### config.mk
export PLATFORM = sky130hd
export DESIGN_NAME = scfr_top
export DESIGN_NICKNAME = d
export VERILOG_FILES = /design/src/hw/scfr_pkg.sv /design/src/hw/scfr_top.sv
export SDC_FILE = /design/constraint.sdc
export NUM_CORES = 1
export LEC_CHECK = 0
export BUFFER_PORTS_ARGS = -buffer_cell sky130_fd_sc_hd__buf_2
export CAP_MARGIN = 20
export CORE_MARGIN = 1
export CORE_UTILIZATION = 38
export CTS_BUF_LIST = sky130_fd_sc_hd__clkbuf_16
export CTS_CLUSTER_SIZE = 10
export DETAILED_ROUTE_END_ITERATION = 10
export PLACE_DENSITY_LB_ADDON = 0.25
export REMOVE_ABC_BUFFERS = 1
export SLEW_MARGIN = 15
export SYNTH_ARGS = -nofsm -noshare
export SYNTH_HDL_FRONTEND = slang
export SYNTH_SLANG_ARGS = --single-unit
### constraint.sdc
create_clock -name ref_clk_in -period 2.45 [get_ports ref_clk_in]
set_input_delay 0.49 -clock ref_clk_in [delete_from_list [all_inputs] [get_ports ref_clk_in]]
set_output_delay 0.49 -clock ref_clk_in [all_outputs]
set_load 0.005 [all_outputs]
### src/hw/scfr_pkg.sv
/*
 * Constants, types and register map of the strap configuration loader
 * and fault reporter.
 * Assumes one 25 MHz clock and strap steps already resolved to 4 bits.
 */
// Behaviour
// - Stand-alone: serial pins act as straps two, three
// - Each strap resolves to step 0 to 15
// - Strap one sets spread, sync direction; in stand-alone also frequency, sync enable
// - Strap two loads gain bits three to zero
// - Strap three steps 4-7, 12-15 set gain MSB
// - Strap three step modulo four picks current limit
// - Strap three steps 8-15 enable sixty-minute hold
// - Hold request ignored on variant without hold
// - Fault output held while any fault present
// - Reading an error register clears it
// - Persisting fault sets its error bit again
// - Enable registers gate errors onto interrupt pin
// - Error read releases interrupt; persisting fault reasserts
// - Fault output deglitched and blanked at start-up
// - Fault output open-drain and active low
`default_nettype none
package scfr_pkg;
    localparam int CLK_KHZ = 25000;
    localparam int DEGLITCH_US = 16;
    localparam int DEGLITCH_CYC = (DEGLITCH_US * CLK_KHZ + 999) / 1000;
    localparam int BLANK_MS = 4;
    localparam int BLANK_CYC = BLANK_MS * CLK_KHZ;
    localparam int HOLD_MIN = 60;
    localparam logic [5:0] HOLD_MINUTES = 6'(HOLD_MIN);

    localparam int STEP_W = 4;
    localparam int ERR_W = 9;
    localparam int ERR1_W = 8;
    localparam int IN_OV_BIT = 8;
    localparam int EV_W = 3;
    localparam int EV_CFG = 0;
    localparam int EV_FAULT = 1;
    localparam int EV_ERR = 2;
    localparam int SPREAD_OFF_BIT = 3;
    localparam int SYNC_OUT_BIT = 2;
    localparam int GAIN_MSB_BIT = 2;
    localparam int HOLD_STEP_BIT = 3;
    localparam logic [1:0] NO_SYNC_TOP = 2'h0;
    localparam logic [3:0] STEP_LAST = 4'hF;

    localparam logic [11:0] FSW_2200 = 12'h898;
    localparam logic [11:0] FSW_488 = 12'h1E8;
    localparam logic [11:0] FSW_350 = 12'h15E;
    localparam logic [11:0] FSW_310 = 12'h136;
    localparam logic [11:0] FSW_210 = 12'h0D2;

    localparam logic [7:0] REG_CFG = 8'h00;
    localparam logic [7:0] REG_STRAP = 8'h04;
    localparam logic [7:0] REG_ERR1 = 8'h08;
    localparam logic [7:0] REG_ERR2 = 8'h0C;
    localparam logic [7:0] REG_EN_LOW = 8'h10;
    localparam logic [7:0] REG_EN_HIGH = 8'h14;
    localparam logic [7:0] REG_IRQ_STAT = 8'h18;
    localparam logic [7:0] REG_IRQ_MASK = 8'h1C;
    localparam logic [31:0] RDATA_RST = 32'h0000_0000;

    typedef struct packed {
        logic spread_en;
        logic sync_en;
        logic sync_is_out;
        logic [11:0] fsw_khz;
        logic [4:0] gain;
        logic [1:0] usb_current_limit_sel;
        logic hold_en;
        logic [5:0] hold_min;
    } scfr_cfg_t;
    localparam scfr_cfg_t CFG_RST = '0;

    typedef enum logic [1:0] {
        LD_WAIT = 2'b00,
        LD_SAMPLE = 2'b01,
        LD_DONE = 2'b10
    } scfr_load_t;
endpackage
`default_nettype wire

### src/hw/scfr_top.sv
/*
 * Strap configuration loader with fault pin, error registers and APB
 * register access.
 * Assumes strap steps and fault conditions arrive synchronous to the clock.
 */
`timescale 1ns/1ps
`default_nettype none
module scfr_top #(
    parameter int BLANK_CYCLES = scfr_pkg::BLANK_CYC
) (
    // Clock and reset
    input wire logic ref_clk_in,
    input wire logic reset_n_in,
    // Straps and variant
    input wire logic [3:0] strap_pin_one_in,
    input wire logic [3:0] strap_pin_two_in,
    input wire logic [3:0] strap_pin_three_in,
    input wire logic standalone_variant_in,
    input wire logic hold_capable_in,
    // Fault conditions
    input wire logic [8:0] fault_cond_in,
    // APB slave
    input wire logic psel_in,
    input wire logic penable_in,
    input wire logic pwrite_in,
    input wire logic [7:0] paddr_in,
    input wire logic [31:0] pwdata_in,
    output logic [31:0] prdata_out,
    output logic pready_out,
    output logic pslverr_out,
    // Configuration
    output scfr_pkg::scfr_cfg_t cfg_out,
    output logic cfg_valid_out,
    // Pins and interrupt
    output logic fault_pin_o_out,
    output logic fault_pin_oe_n_out,
    output logic int_n_out,
    output logic irq_out
);
    import scfr_pkg::*;

    scfr_load_t ld_state_r;
    scfr_load_t ld_state_nxt;
    scfr_cfg_t cfg_r;
    scfr_cfg_t cfg_nxt;
    logic [3:0] step_one_r;
    logic [3:0] step_two_r;
    logic [3:0] step_three_r;
    logic standalone_r;
    logic [ERR_W-1:0] err_r;
    logic [ERR1_W-1:0] en_low_r;
    logic en_high_r;
    logic [EV_W-1:0] irq_stat_r;
    logic [EV_W-1:0] irq_mask_r;
    logic [31:0] blank_cnt_r;
    logic [15:0] dg_cnt_r;
    logic fault_oe_n_r;
    logic int_n_r;
    logic irq_r;
    logic [31:0] prdata_r;
    logic pready_r;
    logic pslverr_r;
    logic cfg_valid_r;

    // Bus decode
    wire setup = psel_in & ~penable_in & ~pready_r;
    wire acc_done = psel_in & penable_in & pready_r;
    wire wr_done = acc_done & pwrite_in;
    wire hit_cfg = paddr_in == REG_CFG;
    wire hit_strap = paddr_in == REG_STRAP;
    wire hit_err1 = paddr_in == REG_ERR1;
    wire hit_err2 = paddr_in == REG_ERR2;
    wire hit_en_low = paddr_in == REG_EN_LOW;
    wire hit_en_high = paddr_in == REG_EN_HIGH;
    wire hit_stat = paddr_in == REG_IRQ_STAT;
    wire hit_mask = paddr_in == REG_IRQ_MASK;
    wire hit_any = hit_cfg | hit_strap | hit_err1 | hit_err2 |
        hit_en_low | hit_en_high | hit_stat | hit_mask;
    wire rd_err1 = acc_done & ~pwrite_in & hit_err1;
    wire rd_err2 = acc_done & ~pwrite_in & hit_err2;

    wire [31:0] rdata_nxt =
        hit_cfg ? {3'h0, cfg_r} :
        hit_strap ? {19'h0, standalone_r, step_three_r, step_two_r,
            step_one_r} :
        hit_err1 ? {24'h0, err_r[ERR1_W-1:0]} :
        hit_err2 ? {31'h0, err_r[IN_OV_BIT]} :
        hit_en_low ? {24'h0, en_low_r} :
        hit_en_high ? {31'h0, en_high_r} :
        hit_stat ? {29'h0, irq_stat_r} :
        hit_mask ? {29'h0, irq_mask_r} : RDATA_RST;

    // Load sequencing
    wire load_now = ld_state_r == LD_SAMPLE;
    always_comb begin
        ld_state_nxt = ld_state_r;
        unique case (ld_state_r)
            LD_WAIT: ld_state_nxt = LD_SAMPLE;
            LD_SAMPLE: ld_state_nxt = LD_DONE;
            LD_DONE: ld_state_nxt = LD_DONE;
            default: ld_state_nxt = LD_WAIT;
        endcase
    end

    // Strap decode from the captured steps
    wire [1:0] s1_low = step_one_r[1:0];
    wire [11:0] fsw_sel =
        (step_one_r == STEP_LAST) ? FSW_210 :
        (s1_low == 2'h0) ? FSW_2200 :
        (s1_low == 2'h1) ? FSW_488 :
        (s1_low == 2'h2) ? FSW_350 : FSW_310;
    wire s1_no_sync = step_one_r[3:2] == NO_SYNC_TOP;
    wire hold_req = step_three_r[HOLD_STEP_BIT] & hold_capable_in;
    localparam logic [11:0] FSW_RESET_SEL = FSW_2200;
    always_comb begin
        cfg_nxt = CFG_RST;
        cfg_nxt.spread_en = ~step_one_r[SPREAD_OFF_BIT];
        cfg_nxt.sync_is_out = step_one_r[SYNC_OUT_BIT];
        cfg_nxt.sync_en = ~(standalone_r & s1_no_sync);
        cfg_nxt.fsw_khz = standalone_r ? fsw_sel : FSW_RESET_SEL;
        if (standalone_r) begin
            cfg_nxt.gain[3:0] = step_two_r;
            cfg_nxt.gain[4] = step_three_r[GAIN_MSB_BIT];
            cfg_nxt.usb_current_limit_sel = step_three_r[1:0];
            cfg_nxt.hold_en = hold_req;
            cfg_nxt.hold_min = hold_req ? HOLD_MINUTES : 6'h00;
        end
    end

    always_ff @(posedge ref_clk_in) begin
        if (ld_state_r == LD_WAIT) begin
            step_one_r <= strap_pin_one_in;
            step_two_r <= strap_pin_two_in;
            step_three_r <= strap_pin_three_in;
            standalone_r <= standalone_variant_in;
        end
    end

    always_ff @(posedge ref_clk_in or negedge reset_n_in) begin
        if (!reset_n_in) begin
            ld_state_r <= LD_WAIT;
            cfg_r <= CFG_RST;
            cfg_valid_r <= 1'b0;
        end else begin
            ld_state_r <= ld_state_nxt;
            cfg_valid_r <= ld_state_nxt == LD_DONE;
            if (load_now) begin
                cfg_r <= cfg_nxt;
            end
        end
    end

    // Error bits; the read clear wins so the interrupt can drop
    genvar gi;
    generate
        for (gi = 0; gi < ERR_W; gi++) begin : g_err
            wire clr = (gi == IN_OV_BIT) ? rd_err2 : rd_err1;
            always_ff @(posedge ref_clk_in or negedge reset_n_in) begin
                if (!reset_n_in) begin
                    err_r[gi] <= 1'b0;
                end else if (clr) begin
                    err_r[gi] <= 1'b0;
                end else begin
                    err_r[gi] <= err_r[gi] | fault_cond_in[gi];
                end
            end
        end
    endgenerate

    wire [ERR_W-1:0] int_en = {en_high_r, en_low_r};
    wire int_n_nxt = ~|(err_r & int_en);

    // Fault path
    wire any_fault = |fault_cond_in;
    wire blank_act = blank_cnt_r != 32'h0;
    wire [15:0] dg_full = 16'(DEGLITCH_CYC);
    wire dg_ok = dg_cnt_r == dg_full;
    wire fault_oe_n_nxt = ~(any_fault & dg_ok);

    // Events for the sticky status
    wire [EV_W-1:0] ev;
    assign ev[EV_CFG] = load_now;
    assign ev[EV_FAULT] = fault_oe_n_r & ~fault_oe_n_nxt;
    assign ev[EV_ERR] = |(fault_cond_in & ~err_r);
    wire [EV_W-1:0] w1c = (wr_done & hit_stat) ? pwdata_in[EV_W-1:0] :
        {EV_W{1'b0}};

    always_ff @(posedge ref_clk_in or negedge reset_n_in) begin
        if (!reset_n_in) begin
            blank_cnt_r <= 32'h0;
            dg_cnt_r <= 16'h0;
            fault_oe_n_r <= 1'b1;
        end else begin
            if (load_now) begin
                blank_cnt_r <= 32'(BLANK_CYCLES);
            end else if (blank_act) begin
                blank_cnt_r <= blank_cnt_r - 32'h1;
            end
            if (!any_fault || blank_act || ld_state_r != LD_DONE) begin
                dg_cnt_r <= 16'h0;
            end else if (!dg_ok) begin
                dg_cnt_r <= dg_cnt_r + 16'h1;
            end
            fault_oe_n_r <= fault_oe_n_nxt;
        end
    end

    always_ff @(posedge ref_clk_in or negedge reset_n_in) begin
        if (!reset_n_in) begin
            en_low_r <= 8'h00;
            en_high_r <= 1'b0;
            irq_mask_r <= 3'h0;
            irq_stat_r <= 3'h0;
            int_n_r <= 1'b1;
            irq_r <= 1'b0;
        end else begin
            if (wr_done && hit_en_low) begin
                en_low_r <= pwdata_in[ERR1_W-1:0];
            end
            if (wr_done && hit_en_high) begin
                en_high_r <= pwdata_in[0];
            end
            if (wr_done && hit_mask) begin
                irq_mask_r <= pwdata_in[EV_W-1:0];
            end
            // New events win over a write-one clear
            irq_stat_r <= (irq_stat_r & ~w1c) | ev;
            int_n_r <= int_n_nxt;
            irq_r <= |(irq_stat_r & irq_mask_r);
        end
    end

    // No wait state; read data is registered on a flip-flop during setup
    always_ff @(posedge ref_clk_in or negedge reset_n_in) begin
        if (!reset_n_in) begin
            prdata_r <= RDATA_RST;
            pready_r <= 1'b0;
            pslverr_r <= 1'b0;
        end else begin
            pready_r <= setup;
            if (setup) begin
                prdata_r <= pwrite_in ? RDATA_RST : rdata_nxt;
                pslverr_r <= ~hit_any;
            end else if (acc_done) begin
                pslverr_r <= 1'b0;
            end
        end
    end

    assign prdata_out = prdata_r;
    assign pready_out = pready_r;
    assign pslverr_out = pslverr_r;
    assign cfg_out = cfg_r;
    assign cfg_valid_out = cfg_valid_r;
    assign fault_pin_o_out = 1'b0;
    assign fault_pin_oe_n_out = fault_oe_n_r;
    assign int_n_out = int_n_r;
    assign irq_out = irq_r;
endmodule
`default_nettype wire

==> results.json, run 1 <==
{
  "grt_pass1_wl_mm": 26.3,
  "worstMarginPinSlew_ns": 0.650,
  "final_area_um2": 7970,
  "finish.utilization": 0.474,
  "yosysTopAreaCell": "dfrtp_1",
  "fin_crit_sh": 0.879,
  "vdd_drop_max_v": 0.000450,
  "finalWeightedCongestion": 0.811,
  "layout.nets": 808,
  "grt_remaining_overflow": 0,
  "cts_tree": "done",
  "crit_fanout": 7,
  "max-cap-violations": 0,
  "grt_use_total": 0.187,
  "critPathBufInv": 1,
  "critPathRequiredTime_ns": 2.79,
  "initial_core_util": 0.395,
  "synth_warnings": 0,
  "start_kind": "flop",
  "min_period_ns": 2.15,
  "max_stage_delay_ns": 0.46,
  "regArea_um2": 3520,
  "postSynthCellCount": 625,
  "status": "complete, no violations",
  "syn2layout_area_growth_pct": 19.9,
  "cp_slowest_cell": "or4_1",
  "pin_count": 136,
  "crit_type": "reg2reg",
  "synth_top_area_share": 0.463,
  "hold_path.class": "in2async",
  "grt_max_degree": 46,
  "setup_slack_ns": 0.296,
  "preCtsSetupSlack_ns": 0.189,
  "synthTopCellsByArea": "dfrtp_1 (46%), edfxtp_1 (5.9%), nor2_1 (2.8%)",
  "synth_cell_types": 63,
  "insertion_delay_ns": 0.41,
  "p_per_area_nw_per_um2": 654,
  "viasPerCell": 5.28,
  "drc": 0,
  "place_area_um2": 7350,
  "ys_async_sr_fraction": 0.906,
  "dp_hpwl_mm": 11.5,
  "numPortBuffers": 99,
  "ant_nets": 0,
  "yosysMostFrequentCell": "dfrtp_1",
  "routedWlPerCell_um": 16.6,
  "finalHoldViolCount": 0,
  "core_um2": 16800,
  "grt_pass1_vias": 5094,
  "end_kind": "flop",
  "cts_hold_buf": 0,
  "die_w_um": 134,
  "h-tree-depth": 4,
  "fmax_ghz": 0.464,
  "arrival_ns": 2.49,
  "crit_path_cell_trace": "inv_1 -> ha_1 -> nor3b_2 -> and3_1 -> nand3_2 -> or4_1 -> a21oi_1",
  "dieArea_um2": 18000,
  "synth_ff_type": "dfrtp_1",
  "cts_buffers": 17,
  "fin_setup_tns_ns": 0,
  "n_antenna_cell": 0,
  "syn-cell-area_um2": 6640,
  "dieHeight_um": 134,
  "n_fill_cell": 1578,
  "ys_ff_latch": 138,
  "maxSlewViolCount": 0,
  "grt_setup_unrepaired": "no",
  "max_slew_margin": 0.567,
  "p_leak_uw": 0.00359,
  "total_power_uw": 5210,
  "cts_root_buf": "clkbuf_16",
  "drive_gt1_frac": 0.252,
  "dr.pass1.iters": 6,
  "routed_wl_mm": 16.0,
  "synth.avg_cell_area_um2": 10.6,
  "drt_iter0_drc": 302,
  "setup_viol": 0,
  "synth.top_cells.by_count": "dfrtp_1 (123), nor2_1 (50), nand2_1 (38)",
  "grt_antenna_before_repair": 0,
  "via_count": 5068,
  "crit_family": "simple AND/OR/NAND/NOR gates",
  "ys_seq_area_frac": 0.530,
  "fin_worst_skew_ns": 0.00612,
  "clockBufferDepth": 2,
  "core.rowCount": 47,
  "cts_sinks": 138,
  "clk_pin_slew_ns": 0.06,
  "synth_enable_flop_cells": 13,
  "multiInputGateArea_um2": 2780
}
-- worst paths after layout --
kind	start	to	slack [ns]	depth (start not counted)
min in group ref_clk_in	strap_pin_three_in[2]	step_three_r[2]	0.26	1
hold reg to reg	fault_pin_oe_n_out	irq_stat_r[1]	0.49	2
hold / removal	reset_n_in	blank_cnt_r[13]	0.06	1
setup / recovery	blank_cnt_r[0]	blank_cnt_r[24]	0.30	7
setup reg to reg	blank_cnt_r[0]	blank_cnt_r[24]	0.30	7
max in group asynchronous	reset_n_in	fault_pin_oe_n_out	1.68	2
-- where the power goes --
group          internal (µW)  switching (µW)
Clock                   1680             959
Combinational           76.9             130
Sequential              2340            22.1
-- routing by layer --
layer  track usage  up-vias  part of all wire
met1         0.243     2496              0.45
met3        0.0310       22             0.039
met2         0.311      134              0.49
met5             0        -                 0
li1              -     2416                 -
met4        0.0762        0             0.016
-- placed cells by master (no fill, tap or decap), types with 9 or more instances in the layout --
cell       netlist  layout
a21oi_1         24      24
a22o_1          13      13
a22oi_1          9       9
buf_2            5      98
buf_4           17      15
clkbuf_16        0      17
conb_1           1      12
dfrtp_1        123     123
edfxtp_1        13      13
ha_1            14      13
inv_1           36      36
mux2_2          15      15
nand2_1         38      38
nand3_1         21      21
nor2_1          50      50
nor3_1          11      11
o21ai_0         37      37
or3_1           16      16
xnor2_1         11      11
xor2_1          15      15
-- worst register-to-register path, stage by stage (launching register included) --
cell and delay [ns]:
dfrtp_1 0.42, inv_1 0.14, ha_1 0.20, nor3b_2 0.21, and3_1 0.31, nand3_2 0.19, or4_1 0.46, a21oi_1 0.15
-- cells by family (layout without fill, tap and decap cells) --
group	count (synthesis)	after routing	synth area share
adders and majority gates	14	14	0.0264
and+or+nand+nor	205	205	0.178
AOI/OAI and AO/OA	144	144	0.144
other	1	12	0.000565
muxes	17	17	0.0284
DFF	138	138	0.530
buffers and inverters	80	183	0.0580
xor gates and xnor gates	26	26	0.0343
-- flip-flops by register name, summed over array words and instances, names as in the netlist, 3 cells and up --
signal,flops
dg_cnt_r,16
irq_stat_r,3
blank_cnt_r,32
en_low_r,8
step_one_r,4
step_two_r,4
cfg_out,20
err_r,9
irq_mask_r,3
step_three_r,4
prdata_out,26
-- metrics by stage --
step	std cells	hold WS [ns]
after floorplan	592	0.194
after global placement	927	0.461
after detailed placement	927	0.481
after CTS	959	0.0688
after global routing	959	0.100
final	959	0.0618
-- timing repair --
action / CTS / global route
buffers inserted: 0 / 0
resized for setup: 0 / 1
setup endpoints to repair: 0 / 1
-- layout make-up --
cell class / count / share of cell area
Sequential cell: 138 / 0.442
Multi-Input combinational cell: 418 / 0.350
Clock buffer: 17 / 0.0534
Inverter: 36 / 0.0170
Timing Repair Buffer: 115 / 0.0807
Tap cell: 220 / 0.0346
Clock inverter: 15 / 0.0228
No activity file was read; power rests on OpenSTA's default activity.
==> inputs of run 2 (changes only) <==
SKIP_LAST_GASP = 1   (was default)
clock period = 1.85 ns   (was 2.45 ns; I/O delays follow)
==> run 2 against run 1 <==
Critical endpoint is now blank_cnt_r[27]. Sequential cell count stayed put. Largest cell class unchanged. The flow now finishes with violations (setup timing). Highest routed layer is now met5. Fmax is 15% higher. Register-to-register slack worse by 0.32 ns. Combinational power is 40% higher. Via count is 5.4% higher. Clock skew is 0.0022 ns higher.
==> results.json, run 2 (synthesis results as in run 1) <==
{
  "status": "finished, violations left",
  "violations": "setup timing",
  "clk_pin_slew_ns": 0.06,
  "routed_wl_mm": 16.7,
  "p_per_area_nw_per_um2": 814,
  "syn2layout_area_growth_pct": 31.3,
  "ant_nets": 0,
  "grt_remaining_overflow": 0,
  "via_count": 5341,
  "setup_viol": 2,
  "min_period_ns": 1.87,
  "viasPerCell": 5.20,
  "setup_slack_ns": -0.0230,
  "drive_gt1_frac": 0.344,
  "n_fill_cell": 1525,
  "final_cell_mix": "dfrtp_1 (120), buf_2 (98), buf_4 (75)",
  "regMostFlops": "blank_cnt_r",
  "core.rowCount": 47,
  "cts_tree": "done",
  "rr_worst_depth": 4,
  "core_um2": 16800,
  "grt_pass1_wl_mm": 27.2,
  "h-tree-depth": 4,
  "r2r_slack_ns": -0.02,
  "end_kind": "flop",
  "cts_root_buf": "clkbuf_16",
  "r2r-end": "blank_cnt_r[27]",
  "initial_core_util": 0.395,
  "grt_antenna_before_repair": 1,
  "grt_setup_unrepaired": "yes",
  "fin_worst_skew_ns": 0.00836,
  "die_w_um": 134,
  "place_area_um2": 7770,
  "arrival_ns": 2.22,
  "finalHoldViolCount": 0,
  "final_area_um2": 8720,
  "fmax_ghz": 0.534,
  "max_stage_delay_ns": 0.57,
  "hp-start": "strap_pin_two_in[2]",
  "dieArea_um2": 18000,
  "n_antenna_cell": 0,
  "cts_buffers": 17,
  "maxSlewViolCount": 0,
  "max-cap-violations": 0,
  "largest_reg_flops": 32,
  "critPathRequiredTime_ns": 2.20,
  "fin_crit_sh": 1.01,
  "vdd_drop_max_v": 0.000547,
  "grt_max_degree": 56,
  "hold_path.class": "in2reg",
  "finalWeightedCongestion": 0.843,
  "dr.pass1.iters": 5,
  "endpoint": "blank_cnt_r[27]",
  "crit_fanout": 6,
  "final_cells": 1027,
  "dieHeight_um": 134,
  "crit_path_cell_trace": "buf_4 -> or4_4 -> or4_1 -> a21oi_1",
  "routedWlPerCell_um": 16.3,
  "start_kind": "flop",
  "p_leak_uw": 0.00396,
  "crit_start": "blank_cnt_r[23]",
  "dp_hpwl_mm": 11.8,
  "finish.utilization": 0.518,
  "cp_slowest_cell": "or4_4",
  "pin_count": 136,
  "preCtsSetupSlack_ns": -0.174,
  "numPortBuffers": 99,
  "crit_type": "reg2reg",
  "cts_sinks": 138,
  "fin_setup_tns_ns": -0.0457,
  "drt_iter0_drc": 270,
  "layout.nets": 876,
  "insertion_delay_ns": 0.42,
  "grt_use_total": 0.195,
  "clockBufferDepth": 2,
  "drc": 0,
  "final_common_cell": "dfrtp_1",
  "r2r_start": "blank_cnt_r[23]",
  "grt_pass1_vias": 5352,
  "dpl.cell_count": 977
}
[run 2: critical path: cells and delay by family (launching register included)]
kind | cells | cell delay, ns
buffers and inverters | 1 | 0.15
and+or+nand+nor | 2 | 1.08
DFF | 1 | 0.44
AOI/OAI and AO/OA | 1 | 0.14
[run 2: cell type report]
cell class	count	area (µm²)	share of cell area
flip-flops and latches	138	3520	0.404
clock buffers	19	475	0.0545
inverters	36	135	0.0155
well taps	220	275	0.0316
multi-input cells	418	2930	0.336
clock inverters	13	170	0.0195
repair buffers	183	1210	0.139
[run 2: timing repair]
action	in CTS	in global routing
resized for setup	17	23
setup buffers	6	11
hold buffers	1	0
endpoints found under the hold margin	28	0
setup endpoints to repair	13	41
pin swaps	12	13
[run 2: per-stage QoR]
stage | hold WS [ns] | total power (µW)
after detailed placement | 0.338 | 3470
after floorplan | 0.0744 | 3250
after global routing | 0.108 | 7350
after CTS | 0.109 | 7170
final | 0.126 | 7090
after global placement | 0.332 | 3460
[run 2: per-layer routing]
layer | routed length, µm | track usage | up-vias
li1 | - | - | 2547
met3 | 808 | 0.0469 | 29
met1 | 7520 | 0.250 | 2638
met2 | 8100 | 0.318 | 125
met5 | 13 | 0 | -
met4 | 304 | 0.0743 | 2
[run 2: how the worst min path moves through the flow]
| stage | endpoint | cells past startpoint |
|---|---|---|
| after floorplan | blank_cnt_r[0] | 0 |
| after global placement | blank_cnt_r[15] | 1 |
| after detailed placement | blank_cnt_r[15] | 1 |
| after CTS | step_two_r[2] | 1 |
| after global routing | step_two_r[2] | 1 |
| final | step_two_r[2] | 1 |
[run 2: power by group]
part	total [µW]	switching, µW	internal [µW]
Sequential	3120	28.1	3090
Combinational	289	174	115
Clock	3680	1290	2400
